===== config.mk =====
export PLATFORM = sky130hd
export DESIGN_NAME = mdio_command_mailbox
export DESIGN_NICKNAME = d
export VERILOG_FILES = /design/src/hdl/mbox_pkg.sv /design/src/hdl/cmd_dispatch_rom.sv /design/src/hdl/mdio_command_mailbox.sv
export SDC_FILE = /design/constraint.sdc
export NUM_CORES = 1
export LEC_CHECK = 0
export BUFFER_PORTS_ARGS = -buffer_cell sky130_fd_sc_hd__buf_2
export CELL_PAD_IN_SITES_DETAIL_PLACEMENT = 0
export CELL_PAD_IN_SITES_GLOBAL_PLACEMENT = 1
export CORE_UTILIZATION = 40
export DETAILED_ROUTE_END_ITERATION = 16
export GPL_TIMING_DRIVEN = 0
export HOLD_SLACK_MARGIN = 0.02
export PLACE_DENSITY = 0.83
export SLEW_MARGIN = 30
export SYNTH_ARGS = -nofsm -noshare
export SYNTH_HDL_FRONTEND = slang
export SYNTH_SLANG_ARGS = --single-unit

===== constraint.sdc =====
create_clock -name pclk -period 2 [get_ports pclk]
set_input_delay 0.6 -clock pclk [delete_from_list [all_inputs] [get_ports pclk]]
set_output_delay 0.6 -clock pclk [all_outputs]
set_load 0.03 [all_outputs]

===== src/hdl/mbox_pkg.sv =====
// Constants, codes and types shared by the command mailbox design.
package mbox_pkg;

	// Register indices; the byte address on the bus is four times the index.
	localparam logic [15:0] IDX_CMD     = 16'h4005;
	localparam logic [15:0] IDX_STATUS  = 16'h4037;
	localparam logic [15:0] IDX_PARAM1  = 16'h4038;
	localparam logic [15:0] IDX_PARAM5  = 16'h403c;
	localparam logic [15:0] IDX_CTRL    = 16'h4040;
	localparam int          NUM_PARAMS  = 5;

	// Status word codes.
	localparam logic [15:0] ST_RECEIVED = 16'h0001;
	localparam logic [15:0] ST_IN_PROG  = 16'h0002;
	localparam logic [15:0] ST_PASS     = 16'h0004;
	localparam logic [15:0] ST_ERROR    = 16'h0008;
	localparam logic [15:0] ST_BUSY     = 16'hbbbb;

	// Command codes and fields.
	localparam int          CMD_GO_BIT          = 15;
	localparam logic [15:0] CMD_GET_SWAP        = 16'h8000;
	localparam logic [15:0] CMD_SET_SWAP        = 16'h8001;
	localparam logic [15:0] CMD_GET_TS          = 16'h8004;
	localparam logic [15:0] CMD_SET_TS          = 16'h8005;
	localparam int          CMD_IDX_W           = 6;

	// Values after reset.
	localparam logic [15:0] CMD_RESET    = 16'h0000;
	localparam logic [15:0] STATUS_RESET = 16'h0004;
	localparam logic [15:0] PARAM_RESET  = 16'h0000;
	localparam logic [7:0]  SWAP_RESET   = 8'he4;
	localparam logic        TS_RESET     = 1'b0;

	// Control register fields.
	localparam int          CTRL_EVEN_BIT  = 0;
	localparam int          CTRL_TRAIN_BIT = 1;
	localparam int          CTRL_TS_BIT    = 2;

	typedef enum logic [2:0] {
		RT_NONE     = 3'h0,
		RT_GET_SWAP = 3'h1,
		RT_SET_SWAP = 3'h2,
		RT_GET_TS   = 3'h3,
		RT_SET_TS   = 3'h4
	} routine_t;

	typedef enum logic [1:0] {
		S_IDLE = 2'b00,
		S_RECV = 2'b01,
		S_PROG = 2'b11
	} state_t;

endpackage


===== src/hdl/cmd_dispatch_rom.sv =====
// Dispatch table mapping a command index to the routine that serves it.
`timescale 1ns/1ps
module cmd_dispatch_rom (
	input  wire logic                             pclk,
	input  wire logic                             presetn,
	input  wire logic [mbox_pkg::CMD_IDX_W-1:0]   idx,
	output mbox_pkg::routine_t                    routine_q
);

	always_ff @(posedge pclk or negedge presetn) begin
		if (!presetn) begin
			routine_q <= mbox_pkg::RT_NONE;
		end else begin
			unique case (idx)
				6'h00:   routine_q <= mbox_pkg::RT_GET_SWAP;
				6'h01:   routine_q <= mbox_pkg::RT_SET_SWAP;
				6'h04:   routine_q <= mbox_pkg::RT_GET_TS;
				6'h05:   routine_q <= mbox_pkg::RT_SET_TS;
				default: routine_q <= mbox_pkg::RT_NONE;
			endcase
		end
	end

endmodule


===== src/hdl/mdio_command_mailbox.sv =====
// Command mailbox: APB register file, command sequencer and lane swap / timestamp settings.
//
// Overview of operation
// - After reset the status reads completed-pass and the command word reads zero.
// - A command write with bit 15 set while idle marks it received and schedules it.
// - The command value indexes a dispatch table that selects the serving routine.
// - Starting a dispatched command sets the status to in-progress.
// - On finishing, status becomes completed-pass or completed-error, ready for more.
// - During link training the status word may stay unchanged.
// - Get-swap returns requested swap in word 1 and active swap in word 2.
// - Set-swap takes word 2, applies after auto-negotiation, returns nothing.
// - Odd ports: lane D at 7:6 down to A at 1:0, codes select A..D.
// - Even ports: lane A at 7:6 down to D at 1:0, codes select D..A.
// - Get-timestamp-enable returns the stored enable in word 1.
// - Set-timestamp-enable takes word 1, 1 enables, 0 disables, applies after negotiation.
// - Status codes are 1 received, 2 in progress, 4 pass, 8 error, bbbb busy.
// - Command, status and parameter words sit at their fixed register indices.
// - The status word is writable by the host as well as the device.
//
// The register offsets and the APB interface to the registers were chosen for this implementation.
`timescale 1ns/1ps
module mdio_command_mailbox (
	input  wire logic        pclk,
	input  wire logic        presetn,
	input  wire logic [17:0] paddr,
	input  wire logic        psel,
	input  wire logic        penable,
	input  wire logic        pwrite,
	input  wire logic [31:0] pwdata,
	output logic      [31:0] prdata,
	output logic             pready,
	output logic             pslverr,
	input  wire logic        link_training,
	input  wire logic        autoneg_done,
	output logic      [7:0]  lane_swap_active,
	output logic      [7:0]  lane_pair_sel,
	output logic             timestamp_enable
);

	logic [15:0]          cmd_q;
	logic [15:0]          status_q;
	logic [15:0]          param_q [mbox_pkg::NUM_PARAMS];
	logic                 even_port_q;
	logic [7:0]           swap_req_q;
	logic [7:0]           swap_act_q;
	logic                 ts_req_q;
	logic                 ts_act_q;
	logic [31:0]          prdata_q;
	logic                 boot_q;
	mbox_pkg::state_t     state_q;
	mbox_pkg::routine_t   routine_q;
	logic [1:0]           train_sync_q;
	logic [1:0]           an_sync_q;
	logic                 train_q;
	logic                 an_q;

	// Decode; every access is zero-wait.
	wire [15:0] idx        = paddr[17:2];
	wire        aligned    = (paddr[1:0] == 2'b00);
	wire        hit_cmd    = aligned && (idx == mbox_pkg::IDX_CMD);
	wire        hit_status = aligned && (idx == mbox_pkg::IDX_STATUS);
	wire        hit_param  = aligned && (idx >= mbox_pkg::IDX_PARAM1) && (idx <= mbox_pkg::IDX_PARAM5);
	wire        hit_ctrl   = aligned && (idx == mbox_pkg::IDX_CTRL);
	wire        mapped     = hit_cmd || hit_status || hit_param || hit_ctrl;
	wire [2:0]  pidx       = 3'(idx - mbox_pkg::IDX_PARAM1);
	wire        setup      = psel && !penable;
	wire        wr         = psel && penable && pwrite && mapped;
	wire        cmd_wr     = wr && hit_cmd;
	wire        status_wr  = wr && hit_status;
	wire        cmd_go     = cmd_wr && pwdata[mbox_pkg::CMD_GO_BIT] && (state_q == mbox_pkg::S_IDLE);
	wire        train_s    = train_sync_q[1];
	wire        train_rise = train_s && !train_q;
	wire        train_fall = !train_s && train_q;
	wire        an_event   = an_sync_q[1] && !an_q;
	wire        cmd_known  = (cmd_q[14:mbox_pkg::CMD_IDX_W] == '0);
	wire        run        = (state_q == mbox_pkg::S_PROG);
	wire        ts_ok      = (param_q[0][15:1] == 15'h0000);

	assign pready  = 1'b1;
	assign pslverr = psel && penable && !mapped;
	assign prdata  = prdata_q;

	assign lane_swap_active = swap_act_q;
	assign timestamp_enable = ts_act_q;

	// Lane to pair index, normalised so 0 is pair A; the field order depends on port parity.
	genvar g;
	generate
		for (g = 0; g < 4; g++) begin : g_lane
			wire [1:0] odd_f  = swap_act_q[2*g+1 -: 2];
			wire [1:0] even_f = swap_act_q[7-2*g -: 2];
			assign lane_pair_sel[2*g+1 -: 2] = even_port_q ? ~even_f : odd_f;
		end
	endgenerate

	wire [31:0] rd_mux = hit_cmd    ? {16'h0000, cmd_q} :
	                     hit_status ? {16'h0000, status_q} :
	                     hit_param  ? {16'h0000, param_q[pidx]} :
	                     hit_ctrl   ? {29'h0, ts_act_q, train_s, even_port_q} : 32'h0;

	cmd_dispatch_rom u_rom (
		.pclk      (pclk),
		.presetn   (presetn),
		.idx       (cmd_q[mbox_pkg::CMD_IDX_W-1:0]),
		.routine_q (routine_q)
	);

	// Pins from outside pass two flip-flops before anything looks at them.
	always_ff @(posedge pclk or negedge presetn) begin
		if (!presetn) begin
			train_sync_q <= 2'b00;
			an_sync_q    <= 2'b00;
			train_q      <= 1'b0;
			an_q         <= 1'b0;
			boot_q       <= 1'b0;
			prdata_q     <= 32'h0;
		end else begin
			train_sync_q <= {train_sync_q[0], link_training};
			an_sync_q    <= {an_sync_q[0], autoneg_done};
			train_q      <= train_s;
			an_q         <= an_sync_q[1];
			boot_q       <= 1'b1;
			if (setup) begin
				prdata_q <= rd_mux;
			end
		end
	end

	always_ff @(posedge pclk or negedge presetn) begin
		if (!presetn) begin
			cmd_q       <= mbox_pkg::CMD_RESET;
			even_port_q <= 1'b0;
		end else begin
			if (cmd_wr && state_q == mbox_pkg::S_IDLE) begin
				cmd_q <= pwdata[15:0];
			end
			if (wr && hit_ctrl) begin
				even_port_q <= pwdata[mbox_pkg::CTRL_EVEN_BIT];
			end
		end
	end

	// Sequencer; a command waits in received while training, so only a host write changes status then.
	always_ff @(posedge pclk or negedge presetn) begin
		if (!presetn) begin
			state_q <= mbox_pkg::S_IDLE;
		end else begin
			unique case (state_q)
				mbox_pkg::S_IDLE: begin
					if (cmd_go) begin
						state_q <= mbox_pkg::S_RECV;
					end
				end
				mbox_pkg::S_RECV: begin
					if (!train_s) begin
						state_q <= mbox_pkg::S_PROG;
					end
				end
				mbox_pkg::S_PROG: begin
					state_q <= mbox_pkg::S_IDLE;
				end
				default: state_q <= mbox_pkg::S_IDLE;
			endcase
		end
	end

	// Device updates win over a host write to the status word in the same cycle.
	always_ff @(posedge pclk or negedge presetn) begin
		if (!presetn) begin
			status_q <= mbox_pkg::STATUS_RESET;
		end else if (cmd_go) begin
			status_q <= mbox_pkg::ST_RECEIVED;
		end else if (state_q == mbox_pkg::S_RECV && !train_s) begin
			status_q <= mbox_pkg::ST_IN_PROG;
		end else if (run) begin
			status_q <= (routine_q == mbox_pkg::RT_NONE || !cmd_known ||
			             (routine_q == mbox_pkg::RT_SET_TS && !ts_ok)) ? mbox_pkg::ST_ERROR : mbox_pkg::ST_PASS;
		end else if (state_q == mbox_pkg::S_IDLE && train_rise) begin
			status_q <= mbox_pkg::ST_BUSY;
		end else if (state_q == mbox_pkg::S_IDLE && train_fall && status_q == mbox_pkg::ST_BUSY) begin
			status_q <= mbox_pkg::ST_PASS;
		end else if (status_wr) begin
			status_q <= pwdata[15:0];
		end
	end

	generate
		for (g = 0; g < mbox_pkg::NUM_PARAMS; g++) begin : g_param
			wire dev_wr = run && cmd_known && ((g == 0 && (routine_q == mbox_pkg::RT_GET_SWAP ||
			              routine_q == mbox_pkg::RT_GET_TS)) || (g == 1 && routine_q == mbox_pkg::RT_GET_SWAP));
			wire [15:0] dev_val = (g == 1) ? {8'h00, swap_act_q} :
			                      (routine_q == mbox_pkg::RT_GET_TS) ? {15'h0000, ts_req_q} : {8'h00, swap_req_q};
			always_ff @(posedge pclk or negedge presetn) begin
				if (!presetn) begin
					param_q[g] <= mbox_pkg::PARAM_RESET;
				end else if (dev_wr) begin
					param_q[g] <= dev_val;
				end else if (wr && hit_param && pidx == 3'(g)) begin
					param_q[g] <= pwdata[15:0];
				end
			end
		end
	endgenerate

	// Requested settings take effect only when a negotiation completes.
	always_ff @(posedge pclk or negedge presetn) begin
		if (!presetn) begin
			swap_req_q <= mbox_pkg::SWAP_RESET;
			swap_act_q <= mbox_pkg::SWAP_RESET;
			ts_req_q   <= mbox_pkg::TS_RESET;
			ts_act_q   <= mbox_pkg::TS_RESET;
		end else begin
			if (run && cmd_known && routine_q == mbox_pkg::RT_SET_SWAP) begin
				swap_req_q <= param_q[1][7:0];
			end
			if (run && cmd_known && routine_q == mbox_pkg::RT_SET_TS && ts_ok) begin
				ts_req_q <= param_q[0][0];
			end
			if (an_event) begin
				swap_act_q <= swap_req_q;
				ts_act_q   <= ts_req_q;
			end
		end
	end
endmodule


==> results list <==
* Total Routed Length: 24.23 mm
- The final layout contains 924 nets.
- The synthesized design contains 158 register bits.
- In this run the register-to-register setup slack is -0.15 ns.
- Total Power: 0.007162 W
* Placed instance count: 1,048
* Number of enable-type register cells in the synthesized netlist: 0
- Headroom to the max-slew limit came out at 54.10%.
* Maximum clock frequency: 435.8 MHz
- Non-filler cells in the finished layout: 1,140
* Transition time at the pin with the least slew margin: 0.6885 ns
- Counting cells, the worst reg-to-reg path comes to 10.
- The Yosys step of the flow raised 0 warnings.
- The routed layout has 6,377 vias.
- Grt ovf: 0
* Count of pins over their slew limit: 0
- Maximum clock path buffer count: 2
- At the end of the flow the core is filled with cells to 57.28%.
- Of the cells placed in the final design, the portion with a size suffix greater than 1 is 46.82%.
* Worst clock skew on the final layout: 0.008648 ns
- The tree is rooted in a sky130_fd_sc_hd__clkbuf_16.
- Highest-count cells in the layout ignoring fill and taps: sky130_fd_sc_hd__dfrtp_1 (148), sky130_fd_sc_hd__nand2_1 (58), sky130_fd_sc_hd__buf_2 (57), sky130_fd_sc_hd__buf_4 (53), sky130_fd_sc_hd__mux2_4 (45)
* Cell area power density: 664.0 nW/um^2
- Last weighted congestion value of the routability-driven placer: 0.8696
- 108 I/O pins were placed.
- Full die area: 19,840 sq um
- For this design the static power due to leakage is 4.921 nW.
* Wire length per cell: 21.25 microns
- The flow ran to the end, but the final reports show violations.
- Clock transition at the registers of the reported paths: 0.07 ns
- Die Height: 140.9 microns
- Final period util: 114.7%
* Worst setup path class: input port to output port
- Global routing used 24.62% of the available tracks across all layers.
- The repair_antennas step left the layout with diodes totalling 0.
* Number of fillers in the final layout: 1,509
* Data arrival time of the critical path: 1.69 ns
* CTS tree: yes
- Post-Syn Instances: 698
* Required arrival time at the worst endpoint: 1.40 ns
* Antenna violations before repair: 0
- Maximum level of the CTS H-tree: 4
* Hold-fix buffers at CTS: 0
* Unrepaired setup endpoints after global routing: true
* Register area share after synthesis: 51.41%
- After floorplanning, the core was divided into 50 placement rows.
- Crit-path max FO: 4
- Leaving out fill and tap cells, the most frequent cell in the layout is sky130_fd_sc_hd__dfrtp_1.
- The worst setup path is captured at an output port.
- The min-delay analysis places its worst path in the category input port to asynchronous set/reset pin.
- The number of global-route vias before repair is 6,380.
- Clk_lat worst skew: 0.43 ns
- The worst-case IR drop observed on VDD is 0.0005158 V.
- For this run, asynchronously set or reset flops after synthesis account for 100.0%.
- CTS sink cnt: 158
- First-pass GRT wire length: 36.58 mm
- Synth Area per Inst: 11.05 sq um
- For this run, design rule violations remaining after detail routing come to 0.
- DRT iter0 DRCs: 704
- Counting I/O delays and the setup requirement, the final critical path takes 2.295 ns.
- Min setup slack post-route: -0.2947 ns
- Max-cap check violation count: 0
* Number of nets still failing antenna checks after routing: 0
- Final worst hold slack: 0.1083 ns
- Number of CTS-inserted buffers: 17
- Detailed placement ended at an HPWL of 15.23 mm.
* Final-report setup violation count: 109
- In the routed layout, each cell is associated on average with a via count of 5.594.
- Once the floorplan was initialized, standard cells occupied 40.96% of the core.
* Layout overhead on the synthesized area: 39.84%
* Synth Flop Type: sky130_fd_sc_hd__dfrtp_1
- The checks that failed: negative setup slack.
* Final hold vios: 0
- The first detailed-routing pass ran for 6 iterations.
- In this run the tool buffered the top-level ports with 74 buffer cells.
- Category of the worst setup path launch point: input port
- Core area: 18,830 sq um
- Entering global routing, the biggest net connects 87 pins.
- Number of distinct library cells after synthesis: 65
- Worst setup slack after placement: -1.107 ns
* Die width: 140.9 microns
* Cell Area, Synth: 7712 sq um
==> layer usage <==
metal / global-route usage [%] / share of wire (%) / wire (microns)
met5: 0 / 0 / 0
met4: 9.211 / 3.3 / 789
met3: 4.891 / 6.8 / 1642
met2: 40.67 / 48 / 11670
met1: 32.01 / 42 / 10130
==> final cells by class <==
class / count / area, sq um / share of cell area, %
tap: 260 / 325.3 / 3.016
clock buffer: 20 / 446.7 / 4.142
clock inverter: 12 / 137.6 / 1.276
multi-input combinational: 480 / 4148 / 38.46
buffer: 56 / 495.5 / 4.594
inverter: 17 / 76.32 / 0.7077
sequential: 158 / 3966 / 36.78
timing repair buffer: 137 / 1190 / 11.03
==> state kept, by name, indices dropped and copies added, names as in the netlist <==
signal            cells
train_sync_q          2
timestamp_enable      1
prdata               16
state_q               2
u_rom.routine_q       3
an_sync_q             2
ts_req_q              1
even_port_q           1
status_q             16
swap_req_q            8
param_q              80
lane_swap_active      8
an_q                  1
train_q               1
cmd_q                16
==> critical path, stage by stage <==
cell	delay, ns
sky130_fd_sc_hd__buf_12	0.11
sky130_fd_sc_hd__inv_12	0.03
sky130_fd_sc_hd__or3_4	0.39
sky130_fd_sc_hd__a21oi_2	0.15
sky130_fd_sc_hd__nor2_2	0.06
sky130_fd_sc_hd__o211a_1	0.21
sky130_fd_sc_hd__buf_6	0.14
==> logic make-up (layout without fill, tap and decap cells) <==
kind of cell / after synthesis / in the layout / share of synthesized area [%]
buffers and inverters: 77 / 242 / 5.240
muxes: 118 / 118 / 17.63
other: 2 / 17 / 0.09738
and+or+nand+nor: 204 / 205 / 14.00
DFF: 158 / 158 / 51.41
xor gates and xnor gates: 1 / 1 / 0.1136
AOI/OAI and AO/OA: 138 / 139 / 11.50
==> Yosys cell counts (3+ instances only) <==
cell | count | area [sq um]
sky130_fd_sc_hd__o22ai_1 | 6 | 37.54
sky130_fd_sc_hd__o21ai_0 | 48 | 240.2
sky130_fd_sc_hd__dfrtp_1 | 149 | 3729
sky130_fd_sc_hd__nand2b_1 | 7 | 43.79
sky130_fd_sc_hd__nand3b_1 | 7 | 52.55
sky130_fd_sc_hd__buf_1 | 5 | 18.77
sky130_fd_sc_hd__buf_6 | 3 | 33.78
sky130_fd_sc_hd__mux2_2 | 83 | 934.7
sky130_fd_sc_hd__o31ai_1 | 7 | 52.55
sky130_fd_sc_hd__clkbuf_1 | 22 | 82.58
sky130_fd_sc_hd__nor2b_1 | 3 | 18.77
sky130_fd_sc_hd__mux2i_1 | 29 | 290.3
sky130_fd_sc_hd__nand2_1 | 72 | 270.3
sky130_fd_sc_hd__nand3_1 | 9 | 45.04
sky130_fd_sc_hd__inv_1 | 16 | 60.06
sky130_fd_sc_hd__or3_1 | 7 | 43.79
sky130_fd_sc_hd__o41ai_1 | 3 | 26.28
sky130_fd_sc_hd__nor3_1 | 14 | 70.07
sky130_fd_sc_hd__nand4_1 | 3 | 18.77
sky130_fd_sc_hd__and2_1 | 3 | 18.77
sky130_fd_sc_hd__a21oi_1 | 27 | 135.1
sky130_fd_sc_hd__buf_2 | 8 | 40.04
sky130_fd_sc_hd__o2bb2ai_1 | 9 | 78.83
sky130_fd_sc_hd__a31oi_1 | 11 | 68.82
sky130_fd_sc_hd__nor2_1 | 46 | 172.7
sky130_fd_sc_hd__a221oi_1 | 10 | 87.58
sky130_fd_sc_hd__mux4_2 | 6 | 135.1
sky130_fd_sc_hd__dfstp_2 | 9 | 236.5
sky130_fd_sc_hd__buf_4 | 22 | 165.2
sky130_fd_sc_hd__nor4_1 | 6 | 37.54
sky130_fd_sc_hd__a222oi_1 | 6 | 60.06
==> power by group <==
group / switching (W) / internal (W)
registers: 0.0000444 / 0.00324
logic: 0.000387 / 0.000217
clock network: 0.00139 / 0.00188
==> worst paths after layout <==
path,from,end
worst min-delay path,presetn,train_sync_q[1]
worst min register to register,an_sync_q[0],an_sync_q[1]
worst max register to register,cmd_q[7],param_q[54]
worst max-delay path,paddr[2],pslverr
min in group pclk,autoneg_done,an_sync_q[0]
max in group asynchronous,presetn,lane_swap_active[2]
==> metrics by stage <==
step	TNS, ns	instance area (sq um)
6_report	-11.87	10790
5_1_grt	-20.61	10790
4_1_cts	-10.72	10360
3_5_place_dp	-107.25	8882
3_3_place_gp	-427.14	8845
2_1_floorplan	-23.11	8149
==> what timing repair did <==
| action | in CTS | in global routing |
|---|---|---|
| setup buffers | 45 | 15 |
| gates resized for setup | 120 | 116 |
| pin swaps | 36 | 42 |
| endpoints found under the setup margin | 136 | 134 |
| gates cloned | 6 | 2 |
Note: power is estimated with default switching activity, not from simulation.
